--- src/lfc_cfg.svh ---
// Purpose: constants of the tag protocol controller
// Assumes: field clock counts are in field clock periods
// Notes: definitions only
`ifndef LFC_CFG_SVH
`define LFC_CFG_SVH

// ****************************************
// timing counts
// ****************************************
`define LFC_LOAD_FCLK 98
`define LFC_ZERO_MIN 18
`define LFC_ZERO_MAX 33
`define LFC_ONE_MIN 50
`define LFC_ONE_MAX 65
`define LFC_TIMEOUT_FCLK 64
`define LFC_BIT_FCLK 64
`define LFC_HALF_FCLK 32
`define LFC_PROG_TIME_US 5600
`define LFC_CLK_MHZ 10
`define LFC_PROG_STEPS 4

// ****************************************
// memory layout and field positions
// ****************************************
`define LFC_CFG_ADDR 16
`define LFC_MEM_BYTES 17
`define LFC_LOCK_HI 7
`define LFC_LOCK_LO 3
`define LFC_IDLEN_POS 0
`define LFC_LOCK_ON 5'h0D
`define LFC_LOCK_OPEN 5'h00
`define LFC_HDR_BITS 9
`define LFC_LAST_64 7
`define LFC_LAST_128 15
`define LFC_UPPER_FIRST 8
`define LFC_CFG_RESET 8'h06

// ****************************************
// register port
// ****************************************
`define LFC_REG_MODE 8'h00
`define LFC_REG_STATUS 8'h04
`define LFC_REG_CTRL 8'h08
`define LFC_CTRL_QUIET 0

`endif

--- src/lfc_pkg.sv ---
// Purpose: types of the tag protocol controller
// Assumes: constants come from lfc_cfg.svh
// Notes: state structs of both modules
package lfc_pkg;

    typedef enum logic [2:0] {PH_LOAD, PH_READ, PH_RX, PH_PROG, PH_MUTE} lfc_phase_e;
    typedef enum logic [1:0] {RD_REG, RD_UPPER, RD_BYTE, RD_DUMMY} lfc_rd_e;
    typedef enum logic [1:0] {PS_ERASE, PS_EVER, PS_WRITE, PS_PVER} lfc_pstep_e;
    typedef enum logic {DS_IDLE, DS_RX} lfc_dstate_e;

    typedef struct packed {
        logic [2:0] fclk;
        logic [1:0] gap_s;
        logic [1:0] vf_s;
        lfc_phase_e phase;
        lfc_rd_e rd;
        lfc_pstep_e step;
        logic [7:0] cfg;
        logic [6:0] fcnt;
        logic [4:0] first_b;
        logic [4:0] last_b;
        logic [4:0] byte_p;
        logic [2:0] bit_p;
        logic lead;
        logic [5:0] hcnt;
        logic lvl;
        logic mod;
        logic [15:0] sh;
        logic [4:0] nbits;
        logic [19:0] pcnt;
        logic [4:0] pa;
        logic [7:0] pd;
        logic quiet;
        logic cmd_err;
        logic prog_busy;
        logic [31:0] rdata;
    } lfc_state_s;

    typedef struct packed {
        lfc_dstate_e st;
        logic gap_d;
        logic [6:0] cnt;
        logic err;
        logic start;
        logic stb;
        logic bitv;
        logic done;
    } lfc_dec_s;

endpackage

--- src/lfc_dl_if.sv ---
// Purpose: carrier between controller and gap decoder
// Assumes: one core clock for both ends
// Notes: strobes are one cycle long
`timescale 1ns/1ps
`default_nettype none
interface lfc_dl_if;
    logic field_tick;
    logic gap;
    logic enable;
    logic start;
    logic bit_stb;
    logic bit_val;
    logic done;
    logic err;

    modport dec (input field_tick, input gap, input enable,
                 output start, output bit_stb, output bit_val, output done, output err);
    modport ctl (output field_tick, output gap, output enable,
                 input start, input bit_stb, input bit_val, input done, input err);
endinterface
`default_nettype wire

--- src/lfc_tag_ctrl.sv ---
// Purpose: protocol controller of a passive low frequency tag
// Assumes: field clock and gap detector come from the analog front end
// Notes: EEPROM contents survive the reset command, not RESETN_I
//
// Implementation choices: the placing of the registers and the address-and-strobe port.
`timescale 1ns/1ps
`default_nettype none
`include "lfc_cfg.svh"
module lfc_tag_ctrl
    import lfc_pkg::*;
#(
    parameter int PROG_TIME_CYC = `LFC_PROG_TIME_US * `LFC_CLK_MHZ,
    parameter logic [127:0] USER_INIT = 128'h0000_0000_0000_0000_0000_0000_0000_0000
)
(
    // clock and reset
    input wire logic CORE_CLK_I,
    input wire logic RESETN_I,
    // analog front end
    input wire logic FIELD_CLK_I,
    input wire logic FIELD_GAP_I,
    input wire logic VERIFY_FAIL_I,
    output logic LOAD_MOD_O,
    output logic PROG_BUSY_O,
    // register port
    input wire logic [7:0] ADDR_I,
    input wire logic [31:0] WDATA_I,
    input wire logic WR_I,
    input wire logic RD_I,
    output logic [31:0] RDATA_O
);

    localparam int STEP_CYC = PROG_TIME_CYC / `LFC_PROG_STEPS;

    initial begin
        if (STEP_CYC < 1 || STEP_CYC >= (1 << 20)) begin
            $error("PROG_TIME_CYC out of range");
        end
    end

    // ****************************************
    // state and memory
    // ****************************************
    lfc_state_s s;
    lfc_state_s n;
    logic [7:0] mem [`LFC_MEM_BYTES];
    logic tick;
    logic mem_we;
    logic [7:0] mem_wd;
    logic [7:0] mem_q;
    logic [7:0] mem_p;
    logic ubit;
    logic locked;
    logic [4:0] addr5;

    lfc_dl_if dl ();

    lfc_gap_decoder u_dec (
        .clk_i(CORE_CLK_I),
        .rst_n_i(RESETN_I),
        .dl(dl)
    );

    assign LOAD_MOD_O = s.mod;
    assign PROG_BUSY_O = s.prog_busy;
    assign RDATA_O = s.rdata;
    assign dl.field_tick = tick;
    assign dl.gap = s.gap_s[1];
    assign dl.enable = (s.phase != PH_LOAD) && (s.phase != PH_PROG);

    // ****************************************
    // helpers
    // ****************************************
    function automatic logic [4:0] lfc_last(input logic [7:0] cfg);
        return cfg[`LFC_IDLEN_POS] ? 5'(`LFC_LAST_128) : 5'(`LFC_LAST_64);
    endfunction

    function automatic logic [4:0] lfc_lock(input logic [7:0] cfg);
        return cfg[`LFC_LOCK_HI:`LFC_LOCK_LO];
    endfunction

    function automatic lfc_state_s lfc_enter(input lfc_state_s x, input lfc_rd_e r,
                                             input logic [4:0] f, input logic [4:0] l);
        x.phase = PH_READ;
        x.rd = r;
        x.first_b = f;
        x.last_b = l;
        x.byte_p = f;
        x.bit_p = 3'h0;
        x.lead = 1'b1;
        x.hcnt = 6'h00;
        x.lvl = 1'b0;
        return x;
    endfunction

    function automatic lfc_state_s lfc_default(input lfc_state_s x);
        if (lfc_lock(x.cfg) == `LFC_LOCK_ON) begin
            return lfc_enter(x, RD_REG, 5'h00, lfc_last(x.cfg));
        end
        // unassigned lock patterns also fall back to the dummy frame
        return lfc_enter(x, RD_DUMMY, 5'h00, lfc_last(x.cfg));
    endfunction

    // ****************************************
    // next state
    // ****************************************
    always_comb begin
        n = s;
        tick = s.fclk[1] & ~s.fclk[2];
        n.fclk = {s.fclk[1:0], FIELD_CLK_I};
        n.gap_s = {s.gap_s[0], FIELD_GAP_I};
        n.vf_s = {s.vf_s[0], VERIFY_FAIL_I};
        mem_we = 1'b0;
        mem_wd = 8'h00;
        mem_q = mem[s.byte_p];
        mem_p = mem[s.pa];
        locked = lfc_lock(s.cfg) != `LFC_LOCK_OPEN;
        addr5 = 5'h00;
        if (s.rd == RD_DUMMY) begin
            ubit = {s.byte_p, s.bit_p} < 8'(`LFC_HDR_BITS);
        end else begin
            ubit = mem_q[3'h7 - s.bit_p];
        end

        n.rdata = 32'h0000_0000;
        if (RD_I) begin
            case (ADDR_I)
                `LFC_REG_MODE: n.rdata = {24'h00_0000, s.cfg};
                `LFC_REG_STATUS: n.rdata = {24'h00_0000, s.prog_busy, s.cmd_err,
                                            1'b0, s.rd, s.phase};
                `LFC_REG_CTRL: n.rdata = {31'h0000_0000, s.quiet};
                default: n.rdata = 32'h0000_0000;
            endcase
        end
        if (WR_I && ADDR_I == `LFC_REG_CTRL) begin
            n.quiet = WDATA_I[`LFC_CTRL_QUIET];
        end

        case (s.phase)
            PH_LOAD: begin
                if (tick) begin
                    if (s.fcnt == 7'(`LFC_LOAD_FCLK - 1)) begin
                        n.cfg = mem[`LFC_CFG_ADDR];
                        n = lfc_default(n);
                    end else begin
                        n.fcnt = s.fcnt + 7'h01;
                    end
                end
            end
            PH_READ: begin
                if (tick) begin
                    n.cfg = mem[`LFC_CFG_ADDR];
                    n.hcnt = s.hcnt + 6'h01;
                    // first half carries the inverse, so a zero falls at mid-bit
                    if (s.hcnt == 6'h00) begin
                        n.lvl = s.lead ? 1'b1 : ~ubit;
                    end else if (s.hcnt == 6'(`LFC_HALF_FCLK)) begin
                        n.lvl = s.lead ? 1'b0 : ubit;
                    end
                    if (s.hcnt == 6'(`LFC_BIT_FCLK - 1)) begin
                        if (s.lead) begin
                            n.lead = 1'b0;
                        end else if (s.bit_p == 3'h7) begin
                            n.bit_p = 3'h0;
                            n.byte_p = (s.byte_p == s.last_b) ? s.first_b : s.byte_p + 5'h01;
                        end else begin
                            n.bit_p = s.bit_p + 3'h1;
                        end
                    end
                end
            end
            PH_RX: begin
                if (dl.bit_stb) begin
                    n.sh = {s.sh[14:0], dl.bit_val};
                    n.nbits = (s.nbits == 5'h1F) ? s.nbits : s.nbits + 5'h01;
                end
                if (dl.done) begin
                    n.cmd_err = 1'b0;
                    if (dl.err) begin
                        n.cmd_err = 1'b1;
                        n = lfc_default(n);
                    end else if (s.nbits == 5'd2 && s.sh[1:0] == 2'b00) begin
                        n = '0;
                        n.fclk = s.fclk;
                        n.gap_s = s.gap_s;
                        n.vf_s = s.vf_s;
                        n.quiet = s.quiet;
                        n.phase = PH_LOAD;
                    end else if (s.nbits == 5'd2 && s.sh[1:0] == 2'b10) begin
                        n = lfc_enter(n, RD_REG, 5'h00, lfc_last(s.cfg));
                    end else if (s.nbits == 5'd2 && s.sh[1:0] == 2'b11) begin
                        if (s.cfg[`LFC_IDLEN_POS]) begin
                            n = lfc_enter(n, RD_REG, 5'h00, lfc_last(s.cfg));
                        end else begin
                            n = lfc_enter(n, RD_UPPER, 5'(`LFC_UPPER_FIRST), 5'(`LFC_LAST_128));
                        end
                    end else if (s.nbits == 5'd8 && s.sh[7:5] == 3'b100
                                 && s.sh[4:0] <= 5'(`LFC_CFG_ADDR)) begin
                        addr5 = s.sh[4:0];
                        n = lfc_enter(n, RD_BYTE, addr5, addr5);
                    end else if (s.nbits == 5'd16 && s.sh[15:13] == 3'b100
                                 && s.sh[4:0] <= 5'(`LFC_CFG_ADDR)) begin
                        addr5 = s.sh[4:0];
                        if (locked) begin
                            n = lfc_enter(n, RD_BYTE, addr5, addr5);
                        end else begin
                            n.phase = PH_PROG;
                            n.step = PS_ERASE;
                            n.pcnt = 20'h0_0000;
                            n.pa = addr5;
                            n.pd = s.sh[12:5];
                            n.prog_busy = 1'b1;
                        end
                    end else begin
                        n.cmd_err = 1'b1;
                        n = lfc_default(n);
                    end
                end
            end
            PH_PROG: begin
                if (s.pcnt == 20'(STEP_CYC - 1)) begin
                    n.pcnt = 20'h0_0000;
                    case (s.step)
                        PS_ERASE: begin
                            mem_we = 1'b1;
                            mem_wd = 8'h00;
                            n.step = PS_EVER;
                        end
                        PS_EVER: begin
                            if (mem_p != 8'h00 || s.vf_s[1]) begin
                                n.phase = PH_MUTE;
                                n.prog_busy = 1'b0;
                            end else begin
                                n.step = PS_WRITE;
                            end
                        end
                        PS_WRITE: begin
                            mem_we = 1'b1;
                            mem_wd = s.pd;
                            n.step = PS_PVER;
                        end
                        PS_PVER: begin
                            n.prog_busy = 1'b0;
                            if ((mem_p & s.pd) != s.pd || s.vf_s[1]) begin
                                n.phase = PH_MUTE;
                            end else begin
                                n = lfc_enter(n, RD_BYTE, s.pa, s.pa);
                            end
                        end
                        default: n.step = PS_ERASE;
                    endcase
                end else begin
                    n.pcnt = s.pcnt + 20'h0_0001;
                end
            end
            PH_MUTE: begin
                n.lvl = 1'b0;
            end
            default: n.phase = PH_LOAD;
        endcase

        if (dl.start) begin
            n.phase = PH_RX;
            n.sh = 16'h0000;
            n.nbits = 5'h00;
        end
        n.mod = (n.phase == PH_READ) && !n.quiet && n.lvl;
    end

    always_ff @(posedge CORE_CLK_I) begin
        if (!RESETN_I) begin
            s <= '0;
        end else begin
            s <= n;
        end
    end

    // ****************************************
    // eeprom array
    // ****************************************
    // only a power-on reset restores delivery contents; the reset command keeps them
    always_ff @(posedge CORE_CLK_I) begin
        if (!RESETN_I) begin
            for (int i = 0; i < `LFC_CFG_ADDR; i++) begin
                mem[i] <= USER_INIT[127 - 8 * i -: 8];
            end
            mem[`LFC_CFG_ADDR] <= `LFC_CFG_RESET;
        end else if (mem_we) begin
            mem[s.pa] <= mem_wd;
        end
    end

endmodule
`default_nettype wire

--- src/lfc_gap_decoder.sv ---
// Purpose: pulse interval decoding of reader gaps
// Assumes: gap level already synchronised, field_tick one core cycle
// Notes: spacing is counted in field clocks, which stop during a gap
`timescale 1ns/1ps
`default_nettype none
`include "lfc_cfg.svh"
module lfc_gap_decoder
    import lfc_pkg::*;
(
    // clock and reset
    input wire logic clk_i,
    input wire logic rst_n_i,
    // controller side
    lfc_dl_if.dec dl
);

    lfc_dec_s s;
    lfc_dec_s n;
    logic gap_rise;

    assign dl.start = s.start;
    assign dl.bit_stb = s.stb;
    assign dl.bit_val = s.bitv;
    assign dl.done = s.done;
    assign dl.err = s.err;

    always_comb begin
        n = s;
        n.start = 1'b0;
        n.stb = 1'b0;
        n.done = 1'b0;
        n.gap_d = dl.gap;
        gap_rise = dl.gap & ~s.gap_d;
        case (s.st)
            DS_IDLE: begin
                if (dl.enable && gap_rise) begin
                    n.st = DS_RX;
                    n.cnt = 7'h00;
                    n.err = 1'b0;
                    n.start = 1'b1;
                end
            end
            DS_RX: begin
                if (gap_rise) begin
                    if (s.cnt >= 7'(`LFC_ZERO_MIN) && s.cnt <= 7'(`LFC_ZERO_MAX)) begin
                        n.stb = 1'b1;
                        n.bitv = 1'b0;
                    end else if (s.cnt >= 7'(`LFC_ONE_MIN) && s.cnt <= 7'(`LFC_ONE_MAX)) begin
                        n.stb = 1'b1;
                        n.bitv = 1'b1;
                    end else begin
                        n.err = 1'b1;
                    end
                    n.cnt = 7'h00;
                end else if (dl.field_tick) begin
                    // a valid one may still close at the top of its window
                    if (s.cnt == 7'(`LFC_ONE_MAX)) begin
                        n.done = 1'b1;
                        n.st = DS_IDLE;
                    end else begin
                        n.cnt = s.cnt + 7'h01;
                    end
                end
            end
            default: n.st = DS_IDLE;
        endcase
    end

    always_ff @(posedge clk_i) begin
        if (!rst_n_i) begin
            s <= '0;
        end else begin
            s <= n;
        end
    end

endmodule
`default_nettype wire

--- config.mk ---
export PLATFORM = sky130hd
export DESIGN_NAME = lfc_tag_ctrl
export DESIGN_NICKNAME = d
export VERILOG_FILES = /design/src/lfc_pkg.sv /design/src/lfc_dl_if.sv /design/src/lfc_tag_ctrl.sv /design/src/lfc_gap_decoder.sv
export VERILOG_INCLUDE_DIRS = /design/src
export SDC_FILE = /design/constraint.sdc
export NUM_CORES = 1
export LEC_CHECK = 0
export BUFFER_PORTS_ARGS = -buffer_cell sky130_fd_sc_hd__buf_2
export CORE_ASPECT_RATIO = 1.4
export CORE_MARGIN = 2
export CORE_UTILIZATION = 66
export CTS_CLUSTER_SIZE = 14
export DETAILED_ROUTE_END_ITERATION = 10
export GPL_ROUTABILITY_DRIVEN = 0
export PLACE_DENSITY = 0.83
export SYNTH_ARGS = -nofsm -noshare
export SYNTH_HDL_FRONTEND = slang
export SYNTH_SLANG_ARGS = --single-unit
export TNS_END_PERCENT = 20
--- constraint.sdc ---
create_clock -name CORE_CLK_I -period 5.7 [get_ports CORE_CLK_I]
set_input_delay 0.285 -clock CORE_CLK_I [delete_from_list [all_inputs] [get_ports CORE_CLK_I]]
set_output_delay 0.285 -clock CORE_CLK_I [all_outputs]
set_load 0.01 [all_outputs]
==> results.sh <==
export IMPL_synth_largest_area_cell="edfxtp_1"
export IMPL_drcViolationCount=0
export IMPL_grt_met1_usage_pct=42.5
export IMPL_r2r_setup_slack_ps=1300
export IMPL_reg2reg_depth=10
export IMPL_ir_drop_uv=257
export IMPL_p_total_mw=5.88
export IMPL_syn_inst=1835
export IMPL_grt_busiest_layer="met2"
export IMPL_use_met3_pct=12.3
export IMPL_met2_usage_pct=64.7
export IMPL_grt_max_degree=62
export IMPL_worst_slew_pin_slew_ps=1390
export IMPL_p_clk_share_pct=43.8
export IMPL_min_to="s[34]"
export IMPL_fin_worst_skew_ps=27.7
export IMPL_ant_nets=0
export IMPL_cts_tree="done"
export IMPL_start_util_pct=66.8
export IMPL_rows=76
export IMPL_max_cap_viol_count=0
export IMPL_cpMaxStageDelayCell="dfxtp_4"
export IMPL_drtPass1Iterations=7
export IMPL_slowest_delay_ps=940
export IMPL_port_buffers=25
export IMPL_hp_start="WDATA_I[0]"
export IMPL_power_share_switching_pct=21.6
export IMPL_cp_arrival_ps=4860
export IMPL_slew_violations=0
export IMPL_root_buffer="clkbuf_16"
export IMPL_slew_headroom_pct=5.97
export IMPL_overflow=0
export IMPL_die_x_um=153
export IMPL_cts_buffers=39
export IMPL_fin_crit_sh_pct=77.2
export IMPL_vias_per_cell=7.25
export IMPL_r2r_end="s[131]"
export IMPL_cp_end_kind="flip-flop"
export IMPL_crit_required_ps=6160
export IMPL_layout_commonest_cell="nor2_1"
export IMPL_avgRoutedWirePerCell_um=28.0
export IMPL_dominantRegCellSynth="edfxtp_1"
export IMPL_period_needed_ps=4400
export IMPL_setup_viol=0
export IMPL_hold_depth=3
export IMPL_h_tree_depth=2
export IMPL_status="finished clean"
export IMPL_grt_usage_pct=38.8
export IMPL_yosysSeqAreaShare_pct=51.7
export IMPL_ys_ff_latch=400
export IMPL_grt_pass1_wl_mm=93.7
export IMPL_timing_fmax_mhz=227
export IMPL_fillers=2055
export IMPL_seqPwrFrac_pct=53.7
export IMPL_netlist_area_mm2=0.0205
export IMPL_final_cell_mix="nor2_1 (263), edfxtp_1 (256), nand2_1 (196)"
export IMPL_synth_async_sr_flop_share_pct=0
export IMPL_clkTransAtPathRegs_ps=60
export IMPL_p_int_mw=4.61
export IMPL_clkLatencyLatePin_ps=570
export IMPL_yosysWarnings=0
export IMPL_crit_path_max_fanout=52
export IMPL_dieHeight_um=212
export IMPL_synth_cell_types=78
export IMPL_nets=1879
export IMPL_cts_buffer_depth=3
export IMPL_timing_hold_violations_final=0
export IMPL_synth_edf_count=256
export IMPL_area_delta_synth_final_pct=7.21
export IMPL_grt_pass1_vias=15800
export IMPL_critPathKind="reg -> reg"
export IMPL_postSynthAreaPerCell_um2=11.1
export IMPL_cts_sinks=400
export IMPL_comb_power_share_pct=2.6
export IMPL_cp_start_kind="flip-flop"
export IMPL_drive_gt1_share_pct=13.5
export IMPL_drtIter0Drc=2659
export IMPL_power_density_mw_per_mm2=268
export IMPL_cts_repair_resized=0
export IMPL_core_mm2=0.0306
export IMPL_dieArea_mm2=0.0324
export IMPL_leakage_nw=7.34
export IMPL_power_switching_mw=1.27
export IMPL_hold_class="in -> reg"
export IMPL_cp_cell_sequence="buf_4 > mux4_2 > o22ai_1 > nor2_1 > nand2_1 > nand3_1 > o41a_1 > or3_1 > or2_1 > o32ai_2"
export IMPL_hold_ws_ps=16.5
export IMPL_place_hpwl_mm=41.1
export IMPL_setup_tns_ps=0
export IMPL_ios=81
export IMPL_antenna_found_initial=5
export IMPL_synthTopCellsByArea="edfxtp_1 (38%), dfxtp_1 (14%), mux4_2 (12%)"
export IMPL_finalWirelength_mm=62.6
export IMPL_via_count=16200
export IMPL_rsz0062_at_grt="false"
export IMPL_yosysTopAreaCellShare_pct=37.6
synthesized netlist by cell type (all sizes together) (5+ instances only):
cell type,number
or3,13
nor4,12
dfxtp,144
nor3,38
mux4,109
or2,6
nand3b,20
and3,15
a21boi,5
or4,5
nand4,17
xor2,8
nor2b,23
a211oi,15
ha,20
a22o,20
nand3,58
o21ai,60
or3b,8
and2,15
nor3b,5
o22ai,22
mux2,5
o2bb2ai,5
nand2b,21
o211ai,7
mux2i,67
a21oi,85
clkbuf,77
xnor2,5
edfxtp,256
a22oi,28
nand2,196
inv,31
nor2,264
a31oi,21
buf,62
nor4b,6
cell type report:
cell class	instances	area, um^2	share of cell area (%)
Tap cell	390	488	2.22
Multi-Input combinational cell	1288	9160	41.8
Inverter	31	116	0.531
Timing Repair Buffer	52	338	1.54
Sequential cell	400	10600	48.2
Clock inverter	19	158	0.719
Clock buffer	52	1090	4.96
Antenna cell	2	5.00	0.0228
worst max path at each step:
stage,slack (ps),startpoint,endpoint
floorplan,2640,flip-flop,s[131]
global placement,1600,flip-flop,s[131]
detailed placement,1490,flip-flop,s[131]
CTS,1420,flip-flop,s[131]
global route,1220,flip-flop,flip-flop
finish,1300,flip-flop,s[131]
power groups by stage:
| stage | logic, mW | clock network (mW) | registers, mW |
|---|---|---|---|
| floorplan | 0.112 | 0 | 3.19 |
| global placement | 0.137 | 0 | 3.21 |
| detailed placement | 0.141 | 0 | 3.21 |
| CTS | 0.145 | 2.56 | 3.15 |
| global route | 0.158 | 2.67 | 3.16 |
| finish | 0.151 | 2.57 | 3.16 |
through the flow:
stage	worst slack, ps	instances	utilization [%]	cell area, um^2
after CTS	1420	2232	71.6	21900
after global placement	1600	2157	67.4	20600
final	1300	2234	71.6	21900
after global routing	1220	2232	71.6	21900
after detailed placement	1490	2157	67.4	20600
after floorplan	2640	1858	-	20500
sequential cells by signal, summed over array words and instances (netlist names), 8 cells and up, named ones only:
signal   cells
s          109
mem        256
RDATA_O      8
u_dec.s      9
kinds of logic (layout without fill, tap and decap cells):
logic type / count (synthesis) / count (layout) / share of synthesized area [%]
fa+ha+maj: 20 / 20 / 1.22
flops: 400 / 400 / 51.7
mux: 181 / 181 / 15.6
simple gates: 736 / 736 / 16.9
compound gates: 314 / 314 / 10.1
xor+xnor: 13 / 13 / 0.557
other cells: 1 / 26 / 0.0183
buf+inv: 170 / 154 / 4.05
worst max-delay path, delay by kind of cell (launching register included):
kind	cells	cell delay (ps)
AOI/OAI and AO/OA	3	1360
buffers and inverters	1	340
DFF	1	940
muxes	1	520
and+or+nand+nor	5	1090
what timing repair did:
action	in CTS	in global routing
hold endpoints to repair	4	0
hold buffers	4	0
setup buffers	0	0
setup endpoints to repair	0	0
routing by layer:
layer  up-vias  wire length [um]  part of all wire, %
met5         -                28                0.045
met4         4              5340                  8.5
met3       397              7740                   12
met2      1330             30200                   48
met1      7689             19300                   31
li1       6785                 -                    -
Note: power is estimated with default switching activity, not from simulation.
